**src/irdr_params.svh**
```systemverilog
// Constants for the IRQ and DMA routing block: config indices, resets, fields.
// Assumes byte-wide configuration index/data access.
`ifndef IRDR_PARAMS_SVH
`define IRDR_PARAMS_SVH

`define IRDR_SLOTS 4
`define IRDR_IDX_CFG_CTRL 8'h02
`define IRDR_IDX_LDN 8'h07
`define IRDR_IDX_ACTIVATE 8'h30
`define IRDR_IDX_BASE_HI 8'h60
`define IRDR_IDX_BASE_LO 8'h61
`define IRDR_IDX_IRQ_SEL 8'h70
`define IRDR_IDX_DMA_SEL 8'h74
`define IRDR_IDX_FDD_MODE 8'hf0
`define IRDR_IDX_FDD_OPT 8'hf1

`define IRDR_LDN_FDC 8'h00
`define IRDR_LDN_PP 8'h03
`define IRDR_LDN_UART1 8'h04
`define IRDR_LDN_UART2 8'h05

`define IRDR_IRQ_NONE 4'h0
`define IRDR_IRQ_RST_FDC 4'h6
`define IRDR_IRQ_RST_OTHER 4'h0
`define IRDR_DMA_RST_FDC 3'h2
`define IRDR_DMA_RST_OTHER 3'h4
`define IRDR_DMA_FIRST 3'h1
`define IRDR_DMA_LAST 3'h3
`define IRDR_FDD_MODE_RST 8'h0e
`define IRDR_FDD_OPT_RST 8'h00
`define IRDR_BASE_RST 16'h0000
`define IRDR_BASE_MIN 16'h0100
`define IRDR_BASE_MAX 16'h0fff

`define IRDR_CTRL_SOFT_BIT 0
`define IRDR_ACT_BIT 0
`define IRDR_MODE_ENH2_BIT 0
`define IRDR_MODE_NONBURST_BIT 1
`define IRDR_MODE_IF_LO 2
`define IRDR_OPT_FWP_BIT 0
`define IRDR_OPT_DENS_LO 2

`define IRDR_DENS_FORCE1 2'b10
`define IRDR_DENS_FORCE0 2'b11
`define IRDR_ECR_FIFO 3'b010
`define IRDR_ECR_ECP 3'b011
`define IRDR_ECR_TEST 3'b110

`endif

```
**src/irdr_pkg.sv**
```systemverilog
// Types for the IRQ and DMA routing block.
// Assumes irdr_params.svh is on the include path.
`include "irdr_params.svh"

package irdr_pkg;

  typedef struct packed {
    logic active;
    logic [15:0] base;
    logic [3:0] irq_sel;
    logic [2:0] dma_sel;
  } irdr_slot_t;

  typedef irdr_slot_t [`IRDR_SLOTS-1:0] irdr_slots_t;

  typedef struct packed {
    logic [7:0] index;
    logic [7:0] ldn;
    irdr_slots_t slot;
    logic [7:0] fdd_mode;
    logic [7:0] fdd_opt;
    logic [7:0] rdata;
    logic [15:1] irq_out;
    logic [3:1] dma_out;
    logic smi_n;
    logic wp_n;
    logic density;
  } irdr_top_state_t;

endpackage

```
**src/irdr_route_if.sv**
```systemverilog
// Carrier between the routing top, its gate decoder and its line router.
// Assumes all three sit in the mclk domain.
`timescale 1ns/1ps
`include "irdr_params.svh"

interface irdr_route_if;
  import irdr_pkg::*;

  irdr_slots_t slot;
  logic [`IRDR_SLOTS-1:0] irq_req;
  logic [`IRDR_SLOTS-1:0] dma_req;
  logic [`IRDR_SLOTS-1:0] fen_irq;
  logic [`IRDR_SLOTS-1:0] fen_dma;
  logic floppy_dma_irq_gate;
  logic fdc_powered_down;
  logic pp_ecp_mode;
  logic [2:0] pp_ecr_mode;
  logic port_irq_enable;
  logic service_irq_mask;
  logic ecp_dma_enable;
  logic [3:0] uart1_irq_enable_reg;
  logic [3:0] uart2_irq_enable_reg;
  logic uart1_modem_aux_output_two;
  logic uart2_modem_aux_output_two;
  logic [15:1] irq_vec;
  logic [3:1] dma_vec;

  modport top (
    output slot, irq_req, dma_req,
    output floppy_dma_irq_gate, fdc_powered_down, pp_ecp_mode, pp_ecr_mode,
    output port_irq_enable, service_irq_mask, ecp_dma_enable,
    output uart1_irq_enable_reg, uart2_irq_enable_reg,
    output uart1_modem_aux_output_two, uart2_modem_aux_output_two,
    input irq_vec, dma_vec
  );

  modport gate (
    input floppy_dma_irq_gate, fdc_powered_down, pp_ecp_mode, pp_ecr_mode,
    input port_irq_enable, service_irq_mask, ecp_dma_enable,
    input uart1_irq_enable_reg, uart2_irq_enable_reg,
    input uart1_modem_aux_output_two, uart2_modem_aux_output_two,
    output fen_irq, fen_dma
  );

  modport route (
    input slot, irq_req, dma_req, fen_irq, fen_dma,
    output irq_vec, dma_vec
  );
endinterface

```
**src/irdr_top.sv**
```systemverilog
// IRQ and DMA routing for the floppy, parallel and two serial logical devices.
// Assumes a byte-wide configuration index/data port and synchronous unit status.
`timescale 1ns/1ps
`include "irdr_params.svh"

module irdr_top
  import irdr_pkg::*;
(
  // Clock and resets
  input wire logic mclk,
  input wire logic resetn,
  input wire logic host_bus_reset_n,
  // Configuration index/data port
  input wire logic cfg_sel,
  input wire logic cfg_wr,
  input wire logic cfg_rd,
  input wire logic [7:0] cfg_wdata,
  output logic [7:0] cfg_rdata,
  // Floppy unit status
  input wire logic floppy_dma_irq_gate,
  input wire logic fdc_powered_down,
  // Parallel port unit status
  input wire logic pp_ecp_mode,
  input wire logic [2:0] pp_ecr_mode,
  input wire logic port_irq_enable,
  input wire logic service_irq_mask,
  input wire logic ecp_dma_enable,
  // Serial unit status
  input wire logic [3:0] uart1_irq_enable_reg,
  input wire logic [3:0] uart2_irq_enable_reg,
  input wire logic uart1_modem_aux_output_two,
  input wire logic uart2_modem_aux_output_two,
  // Raw requests from the units
  input wire logic fdc_irq_req,
  input wire logic fdc_dma_req,
  input wire logic pp_irq_req,
  input wire logic port_dma_request,
  input wire logic uart1_irq_req,
  input wire logic uart2_irq_req,
  input wire logic smi_req,
  // Routed lines to the host controllers
  output logic [15:1] irq_line,
  output logic [3:1] dma_line,
  output logic system_mgmt_irq_n,
  // Floppy drive interface
  input wire logic write_protect_in_n,
  input wire logic drive_select0_n,
  input wire logic drive_select1_n,
  input wire logic density_in,
  output logic fdc_write_protect_n,
  output logic density_out,
  // Floppy mode controls
  output logic fdc_enhanced_mode2,
  output logic fdc_nonburst_dma,
  output logic [1:0] fdc_if_mode
);
  import irdr_pkg::*;

  irdr_top_state_t q;
  irdr_top_state_t d;

  irdr_route_if rif ();

  // Slot defaults; devices 3 and 5 share the no-DMA value, serial 1 too
  function automatic irdr_slot_t slot_default(input int idx);
    irdr_slot_t v;
    v.active = 1'b0;
    v.base = `IRDR_BASE_RST;
    v.irq_sel = (idx == 0) ? `IRDR_IRQ_RST_FDC : `IRDR_IRQ_RST_OTHER;
    v.dma_sel = (idx == 0) ? `IRDR_DMA_RST_FDC : `IRDR_DMA_RST_OTHER;
    return v;
  endfunction

  function automatic irdr_top_state_t state_default();
    irdr_top_state_t v;
    v.index = 8'h00;
    v.ldn = `IRDR_LDN_FDC;
    for (int i = 0; i < `IRDR_SLOTS; i++) begin
      v.slot[i] = slot_default(i);
    end
    v.fdd_mode = `IRDR_FDD_MODE_RST;
    v.fdd_opt = `IRDR_FDD_OPT_RST;
    v.rdata = 8'h00;
    v.irq_out = '0;
    v.dma_out = '0;
    v.smi_n = 1'b1;
    v.wp_n = 1'b1;
    v.density = 1'b0;
    return v;
  endfunction

  // Reset image built once, so both reset paths load a plain constant
  localparam irdr_top_state_t state_rst = state_default();

  // Logical device number to slot; unknown devices hit nothing
  logic slot_hit;
  logic [1:0] slot_idx;
  logic is_fdc;

  always_comb begin
    slot_hit = 1'b1;
    slot_idx = 2'd0;
    unique case (q.ldn)
      `IRDR_LDN_FDC: slot_idx = 2'd0;
      `IRDR_LDN_PP: slot_idx = 2'd1;
      `IRDR_LDN_UART1: slot_idx = 2'd2;
      `IRDR_LDN_UART2: slot_idx = 2'd3;
      default: slot_hit = 1'b0;
    endcase
    is_fdc = (q.ldn == `IRDR_LDN_FDC);
  end

  // Config read mux; reserved bits and unmapped indices read zero
  logic [7:0] reg_rd;

  always_comb begin
    reg_rd = 8'h00;
    unique case (q.index)
      `IRDR_IDX_CFG_CTRL: reg_rd = 8'h00; // Soft reset bit self-clears
      `IRDR_IDX_LDN: reg_rd = q.ldn;
      `IRDR_IDX_ACTIVATE: begin
        if (slot_hit) begin
          reg_rd[`IRDR_ACT_BIT] = q.slot[slot_idx].active;
        end
      end
      `IRDR_IDX_BASE_HI: begin
        if (slot_hit) begin
          reg_rd = q.slot[slot_idx].base[15:8];
        end
      end
      `IRDR_IDX_BASE_LO: begin
        if (slot_hit) begin
          reg_rd = q.slot[slot_idx].base[7:0];
        end
      end
      `IRDR_IDX_IRQ_SEL: begin
        if (slot_hit) begin
          reg_rd[3:0] = q.slot[slot_idx].irq_sel;
        end
      end
      `IRDR_IDX_DMA_SEL: begin
        if (slot_hit) begin
          reg_rd[2:0] = q.slot[slot_idx].dma_sel;
        end
      end
      `IRDR_IDX_FDD_MODE: begin
        if (is_fdc) begin
          reg_rd = q.fdd_mode;
        end
      end
      `IRDR_IDX_FDD_OPT: begin
        if (is_fdc) begin
          reg_rd = q.fdd_opt;
        end
      end
      default: reg_rd = 8'h00;
    endcase
  end

  // Floppy pin conditioning
  logic drive_selected;
  logic [1:0] dens_field;
  logic wp_forced;
  logic wp_active;
  logic density_next;

  // Registered: one cycle from drive pin to floppy core
  always_comb begin
    drive_selected = !drive_select0_n || !drive_select1_n;
    wp_forced = q.fdd_opt[`IRDR_OPT_FWP_BIT] && drive_selected;
    wp_active = wp_forced || !write_protect_in_n;
    dens_field = q.fdd_opt[`IRDR_OPT_DENS_LO +: 2];
    unique case (dens_field)
      `IRDR_DENS_FORCE1: density_next = 1'b1;
      `IRDR_DENS_FORCE0: density_next = 1'b0;
      default: density_next = density_in;
    endcase
  end

  // Hand the live configuration and requests to the router
  always_comb begin
    rif.slot = q.slot;
    rif.irq_req = {uart2_irq_req, uart1_irq_req, pp_irq_req, fdc_irq_req};
    // Serial slots raise no DMA, so their channel selection stays inert
    rif.dma_req = {1'b0, 1'b0, port_dma_request, fdc_dma_req};
    rif.floppy_dma_irq_gate = floppy_dma_irq_gate;
    rif.fdc_powered_down = fdc_powered_down;
    rif.pp_ecp_mode = pp_ecp_mode;
    rif.pp_ecr_mode = pp_ecr_mode;
    rif.port_irq_enable = port_irq_enable;
    rif.service_irq_mask = service_irq_mask;
    rif.ecp_dma_enable = ecp_dma_enable;
    rif.uart1_irq_enable_reg = uart1_irq_enable_reg;
    rif.uart2_irq_enable_reg = uart2_irq_enable_reg;
    rif.uart1_modem_aux_output_two = uart1_modem_aux_output_two;
    rif.uart2_modem_aux_output_two = uart2_modem_aux_output_two;
  end

  irdr_gate u_gate (
    .g(rif.gate)
  );

  irdr_route u_route (
    .r(rif.route)
  );

  // Next state
  logic soft_reset;
  logic data_wr;
  logic hard_reset;

  always_comb begin
    d = q;
    soft_reset = 1'b0;
    data_wr = cfg_wr && cfg_sel;
    hard_reset = !host_bus_reset_n;

    if (cfg_wr && !cfg_sel) begin
      d.index = cfg_wdata;
    end

    if (data_wr) begin
      unique case (q.index)
        `IRDR_IDX_CFG_CTRL: soft_reset = cfg_wdata[`IRDR_CTRL_SOFT_BIT];
        `IRDR_IDX_LDN: d.ldn = cfg_wdata;
        `IRDR_IDX_ACTIVATE: begin
          if (slot_hit) begin
            d.slot[slot_idx].active = cfg_wdata[`IRDR_ACT_BIT];
          end
        end
        `IRDR_IDX_BASE_HI: begin
          if (slot_hit) begin
            d.slot[slot_idx].base[15:8] = cfg_wdata;
          end
        end
        `IRDR_IDX_BASE_LO: begin
          if (slot_hit) begin
            d.slot[slot_idx].base[7:0] = cfg_wdata;
          end
        end
        `IRDR_IDX_IRQ_SEL: begin
          // Level two is an ordinary routed level; the SMI line is driven apart from it
          if (slot_hit) begin
            d.slot[slot_idx].irq_sel = cfg_wdata[3:0];
          end
        end
        `IRDR_IDX_DMA_SEL: begin
          if (slot_hit) begin
            d.slot[slot_idx].dma_sel = cfg_wdata[2:0];
          end
        end
        `IRDR_IDX_FDD_MODE: begin
          if (is_fdc) begin
            d.fdd_mode = cfg_wdata;
          end
        end
        `IRDR_IDX_FDD_OPT: begin
          if (is_fdc) begin
            d.fdd_opt = cfg_wdata;
          end
        end
        default: ;
      endcase
    end

    // Soft reset spares the vendor floppy registers
    if (soft_reset) begin
      d.ldn = `IRDR_LDN_FDC;
      for (int i = 0; i < `IRDR_SLOTS; i++) begin
        d.slot[i] = slot_default(i);
      end
    end

    // Read data stands from the edge after cfg_rd until the next read
    // A same-cycle write is not seen: the mux reads the old registers
    if (cfg_rd) begin
      d.rdata = cfg_sel ? reg_rd : q.index;
    end

    d.irq_out = rif.irq_vec;
    d.dma_out = rif.dma_vec;
    d.smi_n = !smi_req;
    d.wp_n = !wp_active;
    d.density = density_next;

    // Hard reset loads the reset image into everything, vendor registers included
    if (hard_reset) begin
      d = state_rst;
    end
  end

  always_ff @(posedge mclk or negedge resetn) begin
    if (!resetn) begin
      q <= state_rst;
    end else begin
      q <= d;
    end
  end

  // Outputs
  // Routed lines are registered levels, one cycle behind their request
  assign cfg_rdata = q.rdata;
  assign irq_line = q.irq_out;
  assign dma_line = q.dma_out;
  assign system_mgmt_irq_n = q.smi_n;
  assign fdc_write_protect_n = q.wp_n;
  assign density_out = q.density;

  // Mode fields go out straight from the register, reserved codes included
  assign fdc_enhanced_mode2 = q.fdd_mode[`IRDR_MODE_ENH2_BIT];
  assign fdc_nonburst_dma = q.fdd_mode[`IRDR_MODE_NONBURST_BIT];
  assign fdc_if_mode = q.fdd_mode[`IRDR_MODE_IF_LO +: 2];
endmodule

```
**src/irdr_gate.sv**
```systemverilog
// Function-level interrupt and DMA enables per logical device slot.
// Slots: 0 floppy, 1 parallel port, 2 serial 1, 3 serial 2.
`timescale 1ns/1ps
`include "irdr_params.svh"

module irdr_gate (
  // Unit status in, enables out
  irdr_route_if.gate g
);
  import irdr_pkg::*;

  logic pp_irq_always_on;
  logic floppy_ok;

  always_comb begin
    floppy_ok = g.floppy_dma_irq_gate && !g.fdc_powered_down;
    pp_irq_always_on = (g.pp_ecr_mode == `IRDR_ECR_FIFO) ||
                       (g.pp_ecr_mode == `IRDR_ECR_ECP) ||
                       (g.pp_ecr_mode == `IRDR_ECR_TEST);
    g.fen_irq = '0;
    g.fen_dma = '0;
    g.fen_irq[0] = floppy_ok;
    g.fen_dma[0] = floppy_ok;
    if (g.pp_ecp_mode) begin
      // Mask bit wins even where the mode table says always on
      g.fen_irq[1] = (pp_irq_always_on || g.port_irq_enable) && !g.service_irq_mask;
      g.fen_dma[1] = g.ecp_dma_enable;
    end else begin
      g.fen_irq[1] = g.port_irq_enable;
      g.fen_dma[1] = 1'b0;
    end
    g.fen_irq[2] = (|g.uart1_irq_enable_reg) && g.uart1_modem_aux_output_two;
    g.fen_irq[3] = (|g.uart2_irq_enable_reg) && g.uart2_modem_aux_output_two;
  end
endmodule

```
**src/irdr_route.sv**
```systemverilog
// Maps qualified device requests onto the fifteen IRQ levels and three DMA channels.
// All levels are routable so a serial IRQ encoder downstream sees every one.
`timescale 1ns/1ps
`include "irdr_params.svh"

module irdr_route (
  // Slot config, requests and enables in, lines out
  irdr_route_if.route r
);
  import irdr_pkg::*;

  logic [`IRDR_SLOTS-1:0] irq_ok;
  logic [`IRDR_SLOTS-1:0] dma_ok;
  logic [15:1][`IRDR_SLOTS-1:0] irq_hit;
  logic [3:1][`IRDR_SLOTS-1:0] dma_hit;

  genvar s, l;
  generate
    for (s = 0; s < `IRDR_SLOTS; s++) begin : g_slot
      logic base_ok;
      assign base_ok = (r.slot[s].base >= `IRDR_BASE_MIN) && (r.slot[s].base <= `IRDR_BASE_MAX);
      assign irq_ok[s] = r.slot[s].active && base_ok && r.fen_irq[s] && r.irq_req[s] &&
                         (r.slot[s].irq_sel != `IRDR_IRQ_NONE);
      assign dma_ok[s] = r.slot[s].active && base_ok && r.fen_dma[s] && r.dma_req[s] &&
                         (r.slot[s].dma_sel >= `IRDR_DMA_FIRST) &&
                         (r.slot[s].dma_sel <= `IRDR_DMA_LAST);
      for (l = 1; l <= 15; l++) begin : g_lvl
        assign irq_hit[l][s] = irq_ok[s] && (r.slot[s].irq_sel == 4'(l));
      end
      for (l = 1; l <= 3; l++) begin : g_ch
        assign dma_hit[l][s] = dma_ok[s] && (r.slot[s].dma_sel == 3'(l));
      end
    end
    for (l = 1; l <= 15; l++) begin : g_irq_or
      assign r.irq_vec[l] = |irq_hit[l];
    end
    for (l = 1; l <= 3; l++) begin : g_dma_or
      assign r.dma_vec[l] = |dma_hit[l];
    end
  endgenerate
endmodule

```
**config.mk**
```make
export PLATFORM = sky130hd
export DESIGN_NAME = irdr_top
export DESIGN_NICKNAME = d
export VERILOG_FILES = /design/src/irdr_pkg.sv /design/src/irdr_route_if.sv /design/src/irdr_top.sv /design/src/irdr_gate.sv /design/src/irdr_route.sv
export VERILOG_INCLUDE_DIRS = /design/src
export SDC_FILE = /design/constraint.sdc
export NUM_CORES = 1
export LEC_CHECK = 0
export BUFFER_PORTS_ARGS = -buffer_cell sky130_fd_sc_hd__buf_2
export CAP_MARGIN = 25
export CORE_UTILIZATION = 40
export CTS_CLUSTER_SIZE = 8
export DETAILED_ROUTE_END_ITERATION = 12
export SYNTH_ARGS = -nofsm -noshare
export SYNTH_HDL_FRONTEND = slang
export SYNTH_SLANG_ARGS = --single-unit
```
**constraint.sdc**
```tcl
create_clock -name mclk -period 3.3 [get_ports mclk]
set_input_delay 0.33 -clock mclk [delete_from_list [all_inputs] [get_ports mclk]]
set_output_delay 0.33 -clock mclk [all_outputs]
set_load 0.005 [all_outputs]
```
# Word level (Yosys, flattened, before mapping)
# Index checks and enable logic that the tools add are counted.
dict set report totals {
  reg_bits 157
  in_bits 44
  out_inout_bits 33
}
dict set report op_classes {
  order_cmp 14
  n_eq_ne 97
  n_mux 51
  reduce_logical 144
}
# cell count
set op_table {}
lappend op_table {{$bwmux W96} 5}
lappend op_table {{$mux W96} 5}
lappend op_table {{$pmux W96 S5} 1}
lappend op_table {{$demux W24 S2} 5}
lappend op_table {{$mux W157} 1}
lappend op_table {{$eq A4 B4 Y1 const B} 32}
lappend op_table {{$mux W120} 1}
lappend op_table {{$mux W104} 1}
lappend op_table {{$logic_and A1 B1 Y1} 101}
lappend op_table {{$mux W8} 11}
lappend op_table {{$reduce_or A4 Y1} 18}
lappend op_table {{$eq A4 B3 Y1 const B} 16}
lappend op_table {{$ge A16 B9 Y1 const B} 4}
lappend op_table {{$le A16 B12 Y1 const B} 4}
lappend op_table {{$bmux W24 S2} 1}
lappend op_table {{$mux W24} 2}
lappend op_table {{$eq A4 B2 Y1 const B} 8}
lappend op_table {{$eq A8 B7 Y1 const B} 4}
lappend op_table {{$eq A8 B3 Y1 const B} 3}
lappend op_table {{$mux W23} 1}
lappend op_table {{$ne A4 B4 Y1 const B} 5}
lappend op_table {{$pmux W4 S5} 1}
lappend op_table {{$eq A3 B2 Y1 const B} 6}
lappend op_table {{$eq A4 B1 Y1 const B} 4}
lappend op_table {{other kinds (31)} 66}

# Logic depth before layout (Yosys ltp)
dict set report depth {
  depth_word 12
  depth_mapped 10
  depth_no_buf 6
}

# By module
# From an unflattened synthesis, not the netlist that was laid out.
dict set report hier_totals {
  hier_cells 994
  area_unflattened_um2 9334.0
}
# mod instances cells_each area_per_inst_um2
set by_module_without_submodules {}
lappend by_module_without_submodules {irdr_top 1 806 8092.8}
lappend by_module_without_submodules {irdr_route 1 176 1157.4}
lappend by_module_without_submodules {irdr_gate 1 12 83.8}

# Least setup slack after synthesis
# Ideal clock, no wire load.
dict set report synth_path {
  kind {register -> register}
  from {reg q[144] (netlist bit)}
  to {reg q[61] (netlist bit)}
  t_arrival_ps 2049
  setup_slack_ps 1114
  path_stages_with_launch 9
  cell_sequence {dfrtp_1 or4_1 buf_6 nor2_8 a31o_2 nand2_1 buf_2 o31ai_1 a21oi_1}
}
dict set report synth_via {
  elab_chain_len 12
  elab_cells_between_ends 36
  cone_classes {2 x order compare; 8 x eq/ne; 22 x mux; 4 x reduce/logical}
}
# element line
set synth_lines {}
lappend synth_lines {{start: declaration} irdr_top.sv:59} ;# irdr_top_state_t q;
lappend synth_lines {{start signal: assignment} irdr_top.sv:294} ;# q <= state_rst;
lappend synth_lines {{$eq A8 B3 Y1 / $eq A8 B2 Y1 (equally long branches)} irdr_top.sv:103} ;# unique case (q.ldn)
lappend synth_lines {{$pmux W2 S3} irdr_top.sv:103}
lappend synth_lines {{$lt A2 B3 Y1 (implied by the code) / $ge A2 B1 Y1 (equally long branches)} irdr_top.sv:233} ;# d.slot[slot_idx].base[15:8] = cfg_wdata;
lappend synth_lines {{$logic_and A1 B1 Y1 (implied by the code)} irdr_top.sv:233}
lappend synth_lines {{$mux W23 (implied by the code)} irdr_top.sv:233}
lappend synth_lines {{$demux W24 S2} irdr_top.sv:233}
lappend synth_lines {{$bwmux W96} irdr_top.sv:233}
lappend synth_lines {{$mux W96} irdr_top.sv:232} ;# if (slot_hit) begin
lappend synth_lines {{$pmux W96 S5} irdr_top.sv:223} ;# unique case (q.index)
lappend synth_lines {{$mux W120} irdr_top.sv:222} ;# if (data_wr) begin
lappend synth_lines {{$mux W104} irdr_top.sv:267} ;# if (soft_reset) begin
lappend synth_lines {{$mux W157} irdr_top.sv:287} ;# if (hard_reset) begin
# Parallel ways exist; a longest one is shown, timed or not. The select of a mux whose other input is x is not followed.
# A chain may end at the register's enable or synchronous reset.

# Worst setup path after layout
dict set report layout_path {
  from {reg q[142] (netlist bit)}
  to {reg q (netlist bit cfg_rdata[1])}
}
dict set report layout_via {
  elab_chain_len 9
  elab_cells_between_ends 19
  cone_classes {3 x eq/ne; 14 x mux; 2 x reduce/logical}
}
# element line
set layout_lines {}
lappend layout_lines {{$eq A8 B3 Y1 / $eq A8 B2 Y1 (equally long branches)} irdr_top.sv:103}
lappend layout_lines {{$pmux W2 S3} irdr_top.sv:103}
lappend layout_lines {{$bmux W24 S2} --}
lappend layout_lines {{$mux W24 (implied by the code)} irdr_top.sv:143} ;# reg_rd[2:0] = q.slot[slot_idx].dma_sel;
lappend layout_lines {{$mux W3, or another cell as far along} irdr_top.sv:142} ;# if (slot_hit) begin
lappend layout_lines {{$pmux W2 S7 *} irdr_top.sv:118} ;# unique case (q.index)
lappend layout_lines {{$mux W8 *} irdr_top.sv:277} ;# d.rdata = cfg_sel ? reg_rd : q.index;
lappend layout_lines {{$mux W8 *} irdr_top.sv:276} ;# if (cfg_rd) begin
lappend layout_lines {{$mux W157 *} irdr_top.sv:287}
# Every way passes the cells marked *; elsewhere a longest branch is shown, timed or not. The select of a mux whose other input is x is not followed.

==> flow_metrics.tcl <==
set metrics [dict create \
    dp_cells 1533 \
    seq_area_sq_mm 0.00394 \
    drt_iter0_drc 1000 \
    htree_levels 4 \
    setup_viol 0 \
    die_w_microns 158 \
    clk_latency_ns 0.44 \
    antenna_cells 0 \
    drive_gt1_share_pct 17.5 \
    avgSynthCellArea_sq_um 8.14 \
    fmax_ghz 0.334 \
    maxCapViolations 0 \
    seqPwrFrac_pct 43.1 \
    synthArstFlopShare_pct 100 \
    synth_fp_nets 1238 \
    powerDensity_mw_per_mm2 422 \
    nFillCells 2377 \
    coreArea_sq_mm 0.0236 \
    swShare_pct 29.5 \
    grt_usage_pct 30.3 \
    avgViaCountPerCell 6.28 \
    placed_cell_area_sq_mm 0.0104 \
    start_util_pct 41.1 \
    p_int_mw 3.28 \
    synth_edf_count 0 \
    dp_hpwl_mm 25.9 \
    r2r_start "q[142]$_DFFE_PN0P_" \
    worst_slack_ns 0.307 \
    post_cts_resized 0 \
    grt-ovfl-total 0 \
    first_pass_iters 7 \
    worstHoldStart "smi_req" \
    p_comb_share_pct 13.0 \
    fin_tns_setup_ns 0 \
    status "complete, no violations" \
    ys_ff_latch 157 \
    clkTransAtPathRegs_ns 0.07 \
    ys.flop_type "dfrtp_1" \
    skew_ns 0.0103 \
    cts_hold_buf 1 \
    critPathArrivalTime_ns 3.29 \
    grt_pass1_wl_mm 56.2 \
    topRoutingLayerUsed "met4" \
    path_max_fanout 15 \
    power.share.clock_pct 43.9 \
    die_area_sq_mm 0.0249 \
    die_h_microns 158 \
    cpLargestDelayFamily "simple AND/OR/NAND/NOR gates" \
    synth_warnings 0 \
    postRouteAntennaNets 0 \
    worst_slew_pin_slew_ns 0.949 \
    max_slew_margin_pct 36.6 \
    worstPathCellList "buf_4, or3b_2, or2_2, a21oi_1, o21ai_0, nor4_1, a211oi_1" \
    p_switching_mw 1.37 \
    cp_slowest_cell "or3b_2" \
    cts_buffers 17 \
    final_cell_mix "dfrtp_1, nor2_1, a21oi_1, nand2_1, o21ai_0" \
    final-hold-violation-count 0 \
    synth_area_sq_mm 0.00972 \
    path_class "flip-flop to flip-flop" \
    stdcell_count 1566 \
    nNetsFinal 1278 \
    grt_pass1_vias 9165 \
    period_share_pct 90.7 \
    cts_tree "done" \
    via_count 9828 \
    final_area_sq_mm 0.0110 \
    post-place-ws_ns 0.345 \
    areaGrowthSynthToFinish_pct 13.6 \
    endpoint_kind "flip-flop" \
    drv_slew 0 \
    wl_met3_mm 2.90 \
    holdCritPathClass "input port to flip-flop" \
    final_common_cell "dfrtp_1" \
    root_buffer "clkbuf_16" \
    fin_crit_ns 2.99 \
    drcViolationCount 0 \
    worstSetupStartpoint "q[142]$_DFFE_PN0P_" \
    cts_buffer_depth 2 \
    power.leakage_nw 4.35 \
    syn_inst 1194 \
    antenna_found_initial 0 \
    grt_start_max_net_pins 85 \
    drt_wl_total_mm 36.5 \
    rsz0062_at_grt "no" \
    fin_hold_ws_ns 0.0247 \
    cp.required_ns 3.60 \
    io_buffers 76 \
    yosysSeqAreaShare_pct 40.6 \
    routedWlPerCell_microns 23.3 \
    post_cts_buffers 0 \
    routed-wl-met2_mm 16.1 \
    cpPeakStageDelay_ns 0.59 \
    multi_input_area_sq_mm 0.00513 \
    wl_met1_mm 15.8 \
    critical_path_buf_inv_count 1 \
    core.rowCount 56 \
    ios 77 \
    ys_types 76 \
    place_congestion 0.973 \
    cts_num_sinks 157 \
    ir_worst_vdd_mv 0.317 \
    start_kind "flip-flop" \
]
-- path summary, 6_finish.rpt --
kind,endpoint,slack (ns),depth (start not counted)
setup / recovery,cfg_rdata[1]$_DFFE_PN0P_,0.31,7
hold / removal,system_mgmt_irq_n$_DFF_PN1_,0.02,2
setup reg to reg,cfg_rdata[1]$_DFFE_PN0P_,0.31,7
hold reg to reg,fdc_nonburst_dma$_DFFE_PN1P_,0.51,2
max in group asynchronous,fdc_if_mode[1]$_DFFE_PN1P_,1.91,3
min in group asynchronous,q[129]$_DFFE_PN0P_,0.53,2
-- state kept, by name (all words and copies together) (netlist names), 2 cells and up --
name and flops:
dma_line 3, q 122, irq_line 15, cfg_rdata 8, fdc_if_mode 2, dens_field 2
-- Yosys cell counts (all sizes together) (8+ instances only) --
cell type | n | area, sq um
a21oi | 131 | 656
a31oi | 12 | 75.1
buf | 59 | 377
clkbuf | 58 | 219
dfrtp | 146 | 3650
dfstp | 11 | 289
inv | 14 | 52.6
mux2i | 10 | 100
nand2 | 114 | 428
nand2b | 16 | 100
nand3 | 73 | 370
nand4 | 11 | 83.8
nor2 | 135 | 528
nor3 | 29 | 176
nor4 | 17 | 125
o211ai | 31 | 233
o21ai | 107 | 536
o22ai | 40 | 250
o2bb2ai | 11 | 96.3
o31a | 8 | 70.1
o31ai | 26 | 195
-- power by group through the flow --
stage / Combinational (mW) / Clock, mW / Sequential, mW
floorplan: 0.358 / 0 / 2.01
global placement: 0.595 / 0 / 2.04
detailed placement: 0.591 / 0 / 2.04
CTS: 0.594 / 2.07 / 2.00
global route: 0.649 / 2.15 / 2.01
finish: 0.605 / 2.04 / 2.01
-- per-stage QoR --
| step | total power [mW] | utilization, % |
|---|---|---|
| 3_5_place_dp | 2.63 | 44.2 |
| 3_3_place_gp | 2.63 | 44.2 |
| 5_1_grt | 4.80 | 46.8 |
| 2_1_floorplan | 2.37 | - |
| 4_1_cts | 4.66 | 46.8 |
| 6_report | 4.65 | 46.8 |
-- final cells by class --
cell class | instances | area share (%)
clock buffer | 18 | 3.98
clock inverter | 14 | 1.43
timing repair buffer | 138 | 8.19
inverter | 18 | 0.612
multi-input combinational | 902 | 46.5
sequential | 157 | 35.7
tap | 319 | 3.62
-- layer usage --
layer	track usage (%)	vias to the layer above
li1	-	4467
met1	41.9	4722
met2	45.7	528
met3	4.98	111
met4	15.0	0
met5	0	-
-- logic make-up (layout without fill, tap and decap cells) --
| logic type | Yosys count | in the layout | share of synthesized area, % |
|---|---|---|---|
| mux | 14 | 14 | 1.49 |
| buf+inv | 135 | 188 | 6.83 |
| compound gates | 429 | 429 | 27.4 |
| simple gates | 457 | 457 | 23.5 |
| xor+xnor | 2 | 2 | 0.180 |
| flops | 157 | 157 | 40.6 |
No activity file was read; power rests on OpenSTA's default activity.
